File: src/hdl/ddrmr_pkg.sv
// Package: field layout, codes and timing counts for the mode-register block
package ddrmr_pkg;
  localparam int ADDR_W = 13;
  localparam int BANK_W = 2;
  localparam int COL_W = 3;
  // Mode register fields
  localparam int BL_LSB = 0;
  localparam int BT_POS = 3;
  localparam int CL_LSB = 4;
  localparam int TM_LSB = 7;
  // Extended register fields
  localparam int DLL_DIS_POS = 0;
  localparam int DRV_WEAK_POS = 1;
  // Burst length codes
  localparam logic [2:0] BL_CODE_2 = 3'h1;
  localparam logic [2:0] BL_CODE_4 = 3'h2;
  localparam logic [2:0] BL_CODE_8 = 3'h3;
  // Latency codes
  localparam logic [2:0] CL_CODE_2 = 3'h2;
  localparam logic [2:0] CL_CODE_3 = 3'h3;
  localparam logic [2:0] CL_CODE_25 = 3'h6;
  // Test field codes
  localparam logic [1:0] TM_NORMAL = 2'h0;
  localparam logic [1:0] TM_DLL_RESET = 2'h2;
  // Reset values (device contents are undefined; zero chosen)
  localparam logic [ADDR_W-1:0] MODE_RST = 13'h0000;
  localparam logic [ADDR_W-1:0] EXT_RST = 13'h0000;
  // Register-write settle time after a write
  localparam int WRITE_GAP_CYC = 2;
  // Default latency in half clocks after reset
  localparam logic [2:0] CL_HALF_RST = 3'h4;
  // Minimum access time in ns, and clock period
  localparam int ACCESS_TIME_NS = 15;
  localparam int CLK_PERIOD_NS = 40;
  localparam int ACCESS_CYC = (ACCESS_TIME_NS + CLK_PERIOD_NS - 1) / CLK_PERIOD_NS;
endpackage : ddrmr_pkg

File: src/hdl/ddrmr_if.sv
// Interface: command and address pins between controller and memory
`timescale 1ns/1ps
`default_nettype none
interface ddrmr_if;
  logic cke;
  logic cs_n;
  logic ras_n;
  logic cas_n;
  logic we_n;
  logic bank_select_low;
  logic bank_select_high;
  logic [ddrmr_pkg::ADDR_W-1:0] addr_bus;
  logic data_valid;
  logic [ddrmr_pkg::COL_W-1:0] data_col;
  modport ctrl (
    output cke, cs_n, ras_n, cas_n, we_n, bank_select_low, bank_select_high, addr_bus,
    input data_valid, data_col
  );
  modport mem (
    input cke, cs_n, ras_n, cas_n, we_n, bank_select_low, bank_select_high, addr_bus,
    output data_valid, data_col
  );
endinterface : ddrmr_if
`default_nettype wire

File: src/hdl/ddrmr_burst_seq.sv
// Burst column sequencer: sequential or interleaved order inside a burst
`timescale 1ns/1ps
`default_nettype none
module ddrmr_burst_seq (
  // Start and mode
  input wire logic [ddrmr_pkg::COL_W-1:0] start_col,
  input wire logic [2:0] beat,
  input wire logic [2:0] len_code,
  input wire logic interleave,
  // Result
  output logic [ddrmr_pkg::COL_W-1:0] col
);
  import ddrmr_pkg::*;
  wire [2:0] wrap_mask;
  wire [2:0] seq_off;
  wire [2:0] ilv_off;
  wire [2:0] off;
  // Low bits that wrap; a reserved length falls back to two beats
  assign wrap_mask = (len_code == BL_CODE_8) ? 3'h7 :
                     (len_code == BL_CODE_4) ? 3'h3 : 3'h1;
  assign seq_off = 3'(start_col + beat);
  assign ilv_off = start_col ^ beat;
  assign off = interleave ? ilv_off : seq_off;
  assign col = (start_col & ~wrap_mask) | (off & wrap_mask);
endmodule : ddrmr_burst_seq
`default_nettype wire

File: src/hdl/ddrmr_mem.sv
// Memory end: mode and extended register capture, latency and burst order
//
// Contract
// - Two-beat order follows low start bit
// - Sequential counts up, wraps in block
// - Interleave offset is start xor beat
// - First read data after programmed latency
// - Latency codes 010, 011, 110 decoded
// - Controller picks smallest latency meeting access
// - Controller writes test field 00 normally
// - Test field 10 triggers loop reset
// - Bank bit low mode, high extended
// - Capture address and bank on command
// - Extended write needs idle, clock-enable high
// - Two cycles after extended write
// - Extended bit 1 sets drive strength
// - Extended bit 0 set disables loop
// - Controller writes extended after power up
// - Reprogramming allowed while banks idle
// - Mode field layout: length, order, latency
// - Length codes 001, 010, 011 decoded
// - Two cycles after mode write
`timescale 1ns/1ps
`default_nettype none
module ddrmr_mem (
  // Clock and reset
  input wire logic core_clk,
  input wire logic rst,
  // Link
  ddrmr_if.mem link,
  // Register copies and decoded settings
  output logic [ddrmr_pkg::ADDR_W-1:0] mode_reg,
  output logic [ddrmr_pkg::ADDR_W-1:0] ext_reg,
  output logic [3:0] burst_len,
  output logic interleave,
  output logic [2:0] cl_half,
  output logic cl_reserved,
  output logic dll_enable,
  output logic drive_weak,
  output logic dll_reset_pulse
);
  import ddrmr_pkg::*;
  typedef enum logic [1:0] {DDRMR_IDLE, DDRMR_WAIT, DDRMR_BURST} ddrmr_state_t;
  ddrmr_state_t state_ff;
  ddrmr_state_t nxt_state;
  logic [ADDR_W-1:0] mode_ff;
  logic [ADDR_W-1:0] ext_ff;
  logic [3:0] blen_ff;
  logic ilv_ff;
  logic [2:0] clh_ff;
  logic clres_ff;
  logic dll_en_ff;
  logic weak_ff;
  logic dllrst_ff;
  logic [2:0] wait_ff;
  logic [2:0] beat_ff;
  logic [COL_W-1:0] start_ff;
  logic valid_ff;
  logic [COL_W-1:0] col_ff;
  logic [2:0] len_code_ff;
  wire cmd_sel;
  wire reg_write;
  wire mode_wr;
  wire ext_wr;
  wire read_cmd;
  wire [2:0] bl_code;
  wire [2:0] cl_code;
  wire [1:0] tm_code;
  wire [3:0] blen_dec;
  wire [2:0] clh_dec;
  wire clres_dec;
  wire [2:0] wait_init;
  wire [COL_W-1:0] seq_col;
  wire last_beat;
  // Command decode; all commands masked while chip select is high
  assign cmd_sel = link.cke && !link.cs_n;
  assign reg_write = cmd_sel && !link.ras_n && !link.cas_n && !link.we_n;
  assign mode_wr = reg_write && !link.bank_select_low;
  assign ext_wr = reg_write && link.bank_select_low;
  assign read_cmd = cmd_sel && link.ras_n && !link.cas_n && link.we_n;
  assign bl_code = link.addr_bus[BL_LSB +: 3];
  assign cl_code = link.addr_bus[CL_LSB +: 3];
  assign tm_code = link.addr_bus[TM_LSB +: 2];
  assign blen_dec = (bl_code == BL_CODE_2) ? 4'h2 :
                    (bl_code == BL_CODE_4) ? 4'h4 :
                    (bl_code == BL_CODE_8) ? 4'h8 : 4'h0;
  assign clh_dec = (cl_code == CL_CODE_2) ? 3'h4 :
                   (cl_code == CL_CODE_3) ? 3'h6 :
                   (cl_code == CL_CODE_25) ? 3'h5 : 3'h0;
  assign clres_dec = (clh_dec == 3'h0);
  // Whole clocks before first data; half clock modelled as round down
  assign wait_init = 3'(clh_ff >> 1);
  assign last_beat = (4'({1'b0, beat_ff}) + 4'h1 >= blen_ff);
  // Register capture; both banks idle is the controller's duty
  // rewrite any time
  always_ff @(posedge core_clk or posedge rst) begin
    if (rst) begin
      mode_ff <= MODE_RST;
      ext_ff <= EXT_RST;
    end else begin
      if (mode_wr) begin
        mode_ff <= link.addr_bus;
      end
      if (ext_wr) begin
        ext_ff <= link.addr_bus;
      end
    end
  end
  // Decoded mode fields held alongside the raw copy
  always_ff @(posedge core_clk or posedge rst) begin
    if (rst) begin
      blen_ff <= 4'h2;
      ilv_ff <= 1'b0;
      clh_ff <= CL_HALF_RST;
      clres_ff <= 1'b0;
      len_code_ff <= BL_CODE_2;
    end else if (mode_wr) begin
      blen_ff <= blen_dec;
      ilv_ff <= link.addr_bus[BT_POS];
      clh_ff <= clh_dec;
      clres_ff <= clres_dec;
      len_code_ff <= bl_code;
    end
  end
  // Extended fields and loop reset strobe
  always_ff @(posedge core_clk or posedge rst) begin
    if (rst) begin
      dll_en_ff <= 1'b1;
      weak_ff <= 1'b0;
      dllrst_ff <= 1'b0;
    end else begin
      dllrst_ff <= mode_wr && (tm_code == TM_DLL_RESET);
      if (ext_wr) begin
        dll_en_ff <= !link.addr_bus[DLL_DIS_POS];
        weak_ff <= link.addr_bus[DRV_WEAK_POS];
      end
    end
  end
  // Read sequencer; a new read restarts a running burst (interrupts), one arriving during the wait is ignored
  always_comb begin
    nxt_state = state_ff;
    case (state_ff)
      DDRMR_IDLE: begin
        if (read_cmd && !clres_ff) begin
          nxt_state = (wait_init > 3'h1) ? DDRMR_WAIT : DDRMR_BURST;
        end
      end
      DDRMR_WAIT: begin
        if (wait_ff == 3'h1) begin
          nxt_state = DDRMR_BURST;
        end
      end
      DDRMR_BURST: begin
        if (read_cmd && !clres_ff) begin
          nxt_state = (wait_init > 3'h1) ? DDRMR_WAIT : DDRMR_BURST;
        end else if (last_beat) begin
          nxt_state = DDRMR_IDLE;
        end
      end
      default: nxt_state = DDRMR_IDLE;
    endcase
  end
  ddrmr_burst_seq ddrmr_burst_seq_inst (
    .start_col(start_ff),
    .beat(beat_ff),
    .len_code(len_code_ff),
    .interleave(ilv_ff),
    .col(seq_col)
  );
  always_ff @(posedge core_clk or posedge rst) begin
    if (rst) begin
      state_ff <= DDRMR_IDLE;
      wait_ff <= 3'h0;
      beat_ff <= 3'h0;
      start_ff <= '0;
    end else begin
      state_ff <= nxt_state;
      if (read_cmd && !clres_ff && state_ff != DDRMR_WAIT) begin
        wait_ff <= 3'(wait_init - 3'h1);
        beat_ff <= 3'h0;
        start_ff <= link.addr_bus[COL_W-1:0];
      end else if (state_ff == DDRMR_WAIT) begin
        wait_ff <= 3'(wait_ff - 3'h1);
      end else if (state_ff == DDRMR_BURST) begin
        beat_ff <= 3'(beat_ff + 3'h1);
      end
    end
  end
  // Data beat outputs registered, so valid trails the sequencer state one cycle
  always_ff @(posedge core_clk or posedge rst) begin
    if (rst) begin
      valid_ff <= 1'b0;
      col_ff <= '0;
    end else begin
      valid_ff <= (state_ff == DDRMR_BURST);
      col_ff <= seq_col;
    end
  end
  assign link.data_valid = valid_ff;
  assign link.data_col = col_ff;
  assign mode_reg = mode_ff;
  assign ext_reg = ext_ff;
  assign burst_len = blen_ff;
  assign interleave = ilv_ff;
  assign cl_half = clh_ff;
  assign cl_reserved = clres_ff;
  assign dll_enable = dll_en_ff;
  assign drive_weak = weak_ff;
  assign dll_reset_pulse = dllrst_ff;
endmodule : ddrmr_mem
`default_nettype wire

File: src/flat_wrapper.sv
// flat-port wrapper written by rule: the top's interface ports become plain ports
module ddrmr_mem_flat import ddrmr_pkg::*;
  (core_clk, rst, mode_reg, ext_reg, burst_len, interleave, cl_half, cl_reserved, dll_enable, drive_weak, dll_reset_pulse, link_cke, link_cs_n, link_ras_n, link_cas_n, link_we_n, link_bank_select_low, link_bank_select_high, link_addr_bus, link_data_valid, link_data_col);
  ddrmr_if link_i ();
  input wire logic core_clk;
  input wire logic rst;
  output logic [ddrmr_pkg::ADDR_W-1:0] mode_reg;
  output logic [ddrmr_pkg::ADDR_W-1:0] ext_reg;
  output logic [3:0] burst_len;
  output logic interleave;
  output logic [2:0] cl_half;
  output logic cl_reserved;
  output logic dll_enable;
  output logic drive_weak;
  output logic dll_reset_pulse;
  input wire logic [$bits(link_i.cke)-1:0] link_cke;
  input wire logic [$bits(link_i.cs_n)-1:0] link_cs_n;
  input wire logic [$bits(link_i.ras_n)-1:0] link_ras_n;
  input wire logic [$bits(link_i.cas_n)-1:0] link_cas_n;
  input wire logic [$bits(link_i.we_n)-1:0] link_we_n;
  input wire logic [$bits(link_i.bank_select_low)-1:0] link_bank_select_low;
  input wire logic [$bits(link_i.bank_select_high)-1:0] link_bank_select_high;
  input wire logic [$bits(link_i.addr_bus)-1:0] link_addr_bus;
  output wire logic [$bits(link_i.data_valid)-1:0] link_data_valid;
  output wire logic [$bits(link_i.data_col)-1:0] link_data_col;
  assign link_i.cke = link_cke;
  assign link_i.cs_n = link_cs_n;
  assign link_i.ras_n = link_ras_n;
  assign link_i.cas_n = link_cas_n;
  assign link_i.we_n = link_we_n;
  assign link_i.bank_select_low = link_bank_select_low;
  assign link_i.bank_select_high = link_bank_select_high;
  assign link_i.addr_bus = link_addr_bus;
  assign link_data_valid = link_i.data_valid;
  assign link_data_col = link_i.data_col;
  ddrmr_mem u_core (.core_clk(core_clk), .rst(rst), .link(link_i), .mode_reg(mode_reg), .ext_reg(ext_reg), .burst_len(burst_len), .interleave(interleave), .cl_half(cl_half), .cl_reserved(cl_reserved), .dll_enable(dll_enable), .drive_weak(drive_weak), .dll_reset_pulse(dll_reset_pulse));
endmodule
File: config.mk
export PLATFORM = sky130hd
export DESIGN_NAME = ddrmr_mem_flat
export DESIGN_NICKNAME = d
export VERILOG_FILES = /design/src/hdl/ddrmr_pkg.sv /design/src/hdl/ddrmr_if.sv /design/src/hdl/ddrmr_burst_seq.sv /design/src/hdl/ddrmr_mem.sv /design/src/flat_wrapper.sv
export SDC_FILE = /design/constraint.sdc
export NUM_CORES = 1
export LEC_CHECK = 0
export BUFFER_PORTS_ARGS = -buffer_cell sky130_fd_sc_hd__buf_4
export CELL_PAD_IN_SITES_DETAIL_PLACEMENT = 1
export CELL_PAD_IN_SITES_GLOBAL_PLACEMENT = 1
export CORE_MARGIN = 1.5
export CORE_UTILIZATION = 25
export DETAILED_ROUTE_END_ITERATION = 10
export GPL_TIMING_DRIVEN = 0
export PLACE_DENSITY = 0.65
export SYNTH_ARGS = -nofsm -noshare
export SYNTH_HDL_FRONTEND = slang
export SYNTH_HIERARCHICAL = 1
export SYNTH_SLANG_ARGS = --single-unit
File: constraint.sdc
create_clock -name core_clk -period 2.2 [get_ports core_clk]
set_clock_uncertainty 0.1 [all_clocks]
set_input_delay 0.22 -clock core_clk [delete_from_list [all_inputs] [get_ports core_clk]]
set_output_delay 0.22 -clock core_clk [all_outputs]
set_load 0.02 [all_outputs]
==> run summary, run 1 <==
Status - completed
CTS tree - built
# IOs - 64
Cell family with most CP delay - adder cells
WL met3 - 248 um
Hold path cells - 3
Fin crit period - 1.97 ns
Filler instances - 1053
Part of the power in registers - 42.5%
DR iter-0 viols - 50
CP Data Required Time - 2.33 ns
Avg Cell Area, Syn - 10.8 um2
CP bufs+invs - 1
Largest stage delay, worst path - 0.45 ns
Num CTS Buffers - 5
Primary FF master, synth - dfrtp_1
Nets@finish - 322
Worst Reg-to-Reg Cells - 6
Switching pwr - 1.10 mW
Worst-margin pin slew - 0.808 ns
Initial core utilization - 25.6%
Cell Rows - 35
Final ANT Viol Nets - 0
Async set or reset register ratio after synthesis - 100%
Antenna violations before repair - 0
Avg WL per Cell - 14.9 um
Max FO, Critical Path - 5
Met1 Routed Length - 2670 um
Hold Vio Cnt, Final - 0
Ys Warns - 6
# diodes - 0
Placer congestion estimate - 0.739
CTS root buf - clkbuf_8
Gr usage total - 12.7%
Net Sw Frac - 34.6%
Chip Height - 99.8 um
Fmax - 0.509 GHz
Setup-violating endpoint count in the final report - 0
P&R area growth vs syn - 32.6%
CORE AREA - 0.00915 mm2
Clock buffer depth - 2
Routed wire length - 5970 um
PortBufs - 61
Seq cells post-synth - 51
H-tree levels - 2
Max layer used - met4
WS Path Type - reg -> reg
Final Max Tran Viols - 0
Leak pwr - 1.56 nW
Startpoint Class - flip-flop
RSZ-0062 raised after global routing - false
Syn Std Cell Area - 0.00234 mm2
First-pass DRT Iterations - 4
Cells after Synth - 217
GRT overflow - 0
Total chip power - 3.18 mW
Relative slew slack - 45.7%
Layout cell share with drive strength beyond 1 - 35.9%
First-pass GRT wire length - 10000 um
Ratio of final minimum period to clock period - 89.3%
Critical path depth - 6
Number of max-cap violations - 0
Vias in the first global route - 1980
Post-synth EDFFs - 0
Crit-path cells - ha_1 > inv_1 > fa_1 > or3_1 > a211oi_2 > xor2_1
Die width - 99.8 um
Sequential share of the synthesized area - 54.6%
Clock power share - 21.8%
Syn nets - 250
Design Area, Final - 0.00311 mm2
Clock transition at the registers of the reported paths - 0.10 ns
DP Area - 0.00296 mm2
Pint - 2.08 mW
Hold Path Class - in -> reg
PostCTS Resize Cnt - 0
Number of remaining DRC errors - 0
Worst hold margin - 0.0125 ns
Arrival @ worst endpoint - 2.09 ns
Critical path's slowest cell - dfrtp_1
Logic pwr share - 35.7%
Die area - 0.00997 mm2
Largest net degree at the start of global routing - 42
CP Capture Type - flip-flop
CTS sink cnt - 51
Skew-Pair Late Insertion Delay - 0.30 ns
Synth unique cells - 41
Metal2 WL - 3000 um
VDD IR max - 0.360 mV
Dpl hpwl - 4460 um
P per Cell Area - 1020 mW/mm2
Via-to-Cell Ratio - 4.51
Vias - 1808
==> layer usage <==
metal  global-route usage [%]  vias to the layer above
li1                         -                      858
met1                     16.0                      909
met2                     22.1                       36
met3                     2.72                        5
met4                     3.58                        0
met5                        0                        -
==> layout make-up <==
cell class | count | area (um2) | share of cell area, %
repair buffers | 65 | 508 | 16.3
well taps | 111 | 139 | 4.47
clock buffers | 6 | 82.6 | 2.66
clock inverters | 2 | 35.0 | 1.13
inverters | 18 | 67.6 | 2.17
plain buffers | 13 | 70.1 | 2.25
multi-input cells | 135 | 926 | 29.8
flip-flops and latches | 51 | 1280 | 41.2
==> cells by family (layout without fill, tap and decap cells) <==
family	count (synthesis)	after routing	synth area share, %
AND/OR/NAND/NOR	77	77	15.4
flip-flops	51	51	54.6
multiplexers	23	23	10.8
other	1	1	0.160
AO/OA/AOI/OAI	20	20	5.82
XOR/XNOR	2	2	0.747
buffers and inverters	31	104	5.87
adder cells (fa/ha/maj)	12	12	6.62
==> stage by stage <==
stage | setup TNS (ns) | instances | utilization, % | setup slack, ns
4_1_cts | 0 | 401 | 34.0 | 0.226
6_report | 0 | 401 | 34.0 | 0.235
3_5_place_dp | -0.629 | 390 | 32.4 | -0.0814
3_3_place_gp | -5.22 | 389 | 32.1 | -0.107
2_1_floorplan | 0 | 217 | - | 0.397
5_1_grt | 0 | 401 | 34.0 | 0.100
==> worst min-delay path, cell delays in order <==
cell,delay (ns)
buf_4,0.08
nand2_1,0.04
nand2_1,0.04
==> worst paths after layout <==
path / from / to / slack (ns)
max reg2reg: u_core/beat_ff[0]$_DFFE_PP0P_ / u_core/link.data_col[2]$_DFF_PP0_ / 0.23
max: u_core/beat_ff[0]$_DFFE_PP0P_ / u_core/link.data_col[2]$_DFF_PP0_ / 0.23
min reg2reg: u_core/len_code_ff[0]$_DFFE_PP1P_ / u_core/len_code_ff[0]$_DFFE_PP1P_ / 0.37
min in group asynchronous: rst / u_core/link.data_col[1]$_DFF_PP0_ / 0.30
min: link_addr_bus[9] / u_core/mode_reg[9]$_DFFE_PP0P_ / 0.01
max in group asynchronous: rst / u_core/cl_half[2]$_DFFE_PP1P_ / 1.13
==> cell usage after synthesis, types with 4 or more instances <==
master    count  share of area, %
inv_1        18               2.9
mux2i_1       5               2.1
o21ai_0       5               1.1
buf_4         5               1.6
nor3_1        4              0.85
dfstp_2       4               4.5
mux2_2       18               8.6
ha_1         10               5.3
dfrtp_1      47                50
nand2_1      50               8.0
clkbuf_1      5              0.80
nand3_1       4              0.85
==> layout by cell type, fill, tap and decap left out, types with 2 or more instances in the layout <==
| cell type | n |
|---|---|
| buf_4 | 66 |
| nand2_1 | 50 |
| dfrtp_1 | 47 |
| mux2_2 | 18 |
| inv_1 | 17 |
| ha_1 | 10 |
| clkbuf_8 | 6 |
| clkbuf_1 | 5 |
| o21ai_0 | 5 |
| mux2i_1 | 5 |
| nand3_1 | 4 |
| nor3_1 | 4 |
| dfstp_2 | 4 |
| dlygate4sd3_1 | 3 |
| or3_1 | 3 |
| a21oi_1 | 3 |
| nand2b_1 | 3 |
| o41ai_1 | 3 |
| buf_2 | 2 |
| and3_1 | 2 |
| nor2_1 | 2 |
| xor2_1 | 2 |
| nand4b_1 | 2 |
==> power by group through the flow <==
| stage | Combinational (mW) | Sequential (mW) | Clock (mW) |
|---|---|---|---|
| 2_1_floorplan | 0.542 | 1.51 | 0 |
| 3_3_place_gp | 1.09 | 1.36 | 0 |
| 3_5_place_dp | 1.13 | 1.38 | 0 |
| 4_1_cts | 1.15 | 1.36 | 0.712 |
| 5_1_grt | 1.26 | 1.39 | 0.746 |
| 6_report | 1.13 | 1.35 | 0.692 |
==> timing repair <==
action / CTS / global route
buffers inserted: 0 / 0
hold buffers: 3 / 0
endpoints found under the hold margin: 11 / 0
Power figures use the tool's default switching activity.
==> run 2, diff against run 1 <==
--- a/config.mk
+++ b/config.mk
@@ -5,14 +5,15 @@
 export SDC_FILE = /design/constraint.sdc
 export NUM_CORES = 1
 export LEC_CHECK = 0
+export ABC_AREA = 1
 export BUFFER_PORTS_ARGS = -buffer_cell sky130_fd_sc_hd__buf_4
 export CELL_PAD_IN_SITES_DETAIL_PLACEMENT = 1
 export CELL_PAD_IN_SITES_GLOBAL_PLACEMENT = 1
 export CORE_MARGIN = 1.5
-export CORE_UTILIZATION = 25
+export CORE_UTILIZATION = 39
 export DETAILED_ROUTE_END_ITERATION = 10
 export GPL_TIMING_DRIVEN = 0
-export PLACE_DENSITY = 0.65
+export PLACE_DENSITY = 0.91
 export SYNTH_ARGS = -nofsm -noshare
 export SYNTH_HDL_FRONTEND = slang
 export SYNTH_HIERARCHICAL = 1
==> run 2 against run 1 <==
Net effect: sequential power about the same; sequential cell count unchanged; global-route usage increased by 8.3 points; critical path type unchanged; largest cell class unchanged; largest power group unchanged; critical path depth increased by 6; clock-buffer cell count decreased by 1; via count increased by 13%; fmax increased by 8.4%; non-clock buffer count decreased by 2; sequential share of layout area decreased by 0.60 points.
==> run summary, run 2 <==
Die width - 82.4 um
Cells after Synth - 279
Worst min-delay path startpoint - link_addr_bus[8]
Critical path's slowest cell - dfrtp_1
Avg Cell Area, Syn - 8.81 um2
P&R area growth vs syn - 28.4%
CP Capture Type - flip-flop
Placer congestion estimate - 0.804
DR iter-0 viols - 50
Setup Total Neg Slack - 0 ns
WS Path Type - reg -> reg
Nets@finish - 384
Most frequent cells in the layout - nand2_1 (79), buf_4 (66), dfrtp_1 (47)
Fin crit period - 1.81 ns
PnR worst setup slack - 0.387 ns
Storage element area - 0.00128 mm2
Post-CTS setup buffers - 0
CTS sink cnt - 51
Largest net degree at the start of global routing - 30
Syn Std Cell Area - 0.00246 mm2
Sequential share of the synthesized area - 52.1%
# diodes - 0
Number of remaining DRC errors - 0
Worst flop-to-flop path startpoint - u_core/beat_ff[1]$_DFFE_PP0P_
First-pass DRT Iterations - 4
Vias - 2039
Startpoint Class - flip-flop
Syn nets - 312
GRT overflow - 0
Hold Vio Cnt, Final - 0
Async set or reset register ratio after synthesis - 100%
P per Cell Area - 978 mW/mm2
Seq cells post-synth - 51
Register-to-register setup slack - 0.39 ns
Post-synth EDFFs - 0
Final ANT Viol Nets - 0
Ratio of final minimum period to clock period - 82.4%
Setup-violating endpoint count in the final report - 0
Skew-Pair Late Insertion Delay - 0.32 ns
Fmax - 0.551 GHz
Arrival @ worst endpoint - 1.92 ns
Area of the multi-input gates - 932 um2
Cell Rows - 28
Layout cell share with drive strength beyond 1 - 32.4%
Synth unique cells - 30
CP most frequent cell - nand2_1
Dpl ws - 0.408 ns
Dpl hpwl - 4900 um
# IOs - 64
Most common cell after layout, fill and taps aside - nand2_1
Synth area leaders - dfrtp_1 (48%), nand2_1 (12%), inv_1 (6.1%)
VDD IR max - 0.439 mV
Leak pwr - 1.70 nW
Hold buffers post-CTS - 3
Most common cell in the netlist - nand2_1
First-pass GRT wire length - 10500 um
Max FO, Critical Path - 5
H-tree levels - 2
Filler instances - 722
Chip Height - 82.4 um
PortBufs - 61
DP Area - 0.00303 mm2
Number of max-cap violations - 0
Design Area, Final - 0.00316 mm2
CP Data Required Time - 2.31 ns
Final Max Tran Viols - 0
Antenna violations before repair - 0
Relative slew slack - 65.3%
PostCTS Resize Cnt - 0
CP Launch Point - u_core/beat_ff[1]$_DFFE_PP0P_
Gr usage total - 21.0%
CTS root buf - clkbuf_8
Crit-path cells - ha_1 > inv_1 > ha_1 > nand2_1 > nand2_1 > nand2_1 > nand2_1 > nand2_1 > nand2_1 > inv_1 > nand2_1 > nand2_1
Synth cell count leaders - nand2_1 (79), dfrtp_1 (47), inv_1 (40)
Worst hold margin - 0.0160 ns
Hold Path Class - in -> reg
Die area - 0.00679 mm2
Routed wire length - 6290 um
Primary FF master, synth - dfrtp_1
Clock buffer depth - 2
Synth top area share - 47.9%
RSZ-0062 raised after global routing - false
Total chip power - 3.08 mW
Avg WL per Cell - 14.7 um
CTS tree - built
Num CTS Buffers - 5
Synth area leader - dfrtp_1
CP bufs+invs - 2
Vias in the first global route - 2179
Ys Warns - 6
Status - completed
Initial core utilization - 41.0%
Worst-margin pin slew - 0.519 ns
Via-to-Cell Ratio - 4.78
CORE AREA - 0.00599 mm2
Clock transition at the registers of the reported paths - 0.11 ns
Cell family with most CP delay - adder cells
Largest stage delay, worst path - 0.45 ns
[run 2: cell types whose count changed in the layout (fill, tap and decap cells not counted), sizes merged, moves of 5 or more]
| cell | previous run | this run |
|---|---|---|
| nor2 | 3 | 16 |
| mux2i | 5 | 0 |
| nand3 | 4 | 10 |
| clkbuf | 11 | 6 |
| mux2 | 18 | 0 |
| inv | 18 | 45 |
| o21ai | 6 | 36 |
| nand2 | 50 | 87 |
[run 2: cell type report]
type / instances / share of cell area (%)
Timing Repair Buffer: 65 / 16.1
Buffer: 11 / 2.50
Tap cell: 75 / 2.97
Multi-Input combinational cell: 173 / 29.5
Clock inverter: 3 / 0.872
Inverter: 44 / 5.23
Sequential cell: 51 / 40.6
Clock buffer: 5 / 2.18
[run 2: logic make-up (layout without fill, tap and decap cells)]
logic type | count (synthesis) | in the layout | share of synthesized area [%]
compound gates | 44 | 44 | 11.0
other cells | 1 | 1 | 0.153
xor+xnor | 2 | 2 | 0.713
simple gates | 115 | 115 | 20.1
fa+ha+maj | 11 | 11 | 5.91
flops | 51 | 51 | 52.1
buf+inv | 55 | 128 | 9.93
[run 2: report_power, final]
group	internal, mW	total, mW	switching (mW)
Combinational	0.498	1.16	0.663
Sequential	1.16	1.34	0.175
Clock	0.236	0.587	0.351
Total	1.90	3.08	1.19
[run 2: worst reg2reg max path, cell delays in order (launching register included)]
cell and delay, ns:
dfrtp_1 0.45, ha_1 0.34, inv_1 0.05, ha_1 0.26
nand2_1 0.05, nand2_1 0.07, nand2_1 0.05, nand2_1 0.05
nand2_1 0.04, nand2_1 0.07, inv_1 0.06, nand2_1 0.06
nand2_1 0.06
[run 2: worst paths after layout]
check                                                  end  cells after the start
setup reg to reg            u_core/state_ff[1]$_DFFE_PP0P_                     12
hold reg to reg             u_core/ext_reg[10]$_DFFE_PP0P_                      2
max in group asynchronous    u_core/dll_enable$_DFFE_PP1P_                      4
setup / recovery            u_core/state_ff[1]$_DFFE_PP0P_                     12
min in group asynchronous  u_core/mode_reg[12]$_DFFE_PP0P_                      3
hold / removal               u_core/ext_reg[8]$_DFFE_PP0P_                      3
[run 2: metrics by stage]
step	utilization [%]	std cells
detailed placement	50.6	416
finish	52.7	427
floorplan	-	279
global route	52.7	427
global placement	50.2	415
CTS	52.7	427
[run 2: per-layer routing]
layer | track usage, % | vias up | part of all wire (%) | wire, um
li1 | - | 1005 | - | -
met1 | 24.5 | 991 | 41 | 2600
met2 | 38.7 | 35 | 54 | 3410
met3 | 4.07 | 8 | 3.3 | 205
met4 | 6.10 | 0 | 1.2 | 77
met5 | 0 | - | 0 | 0
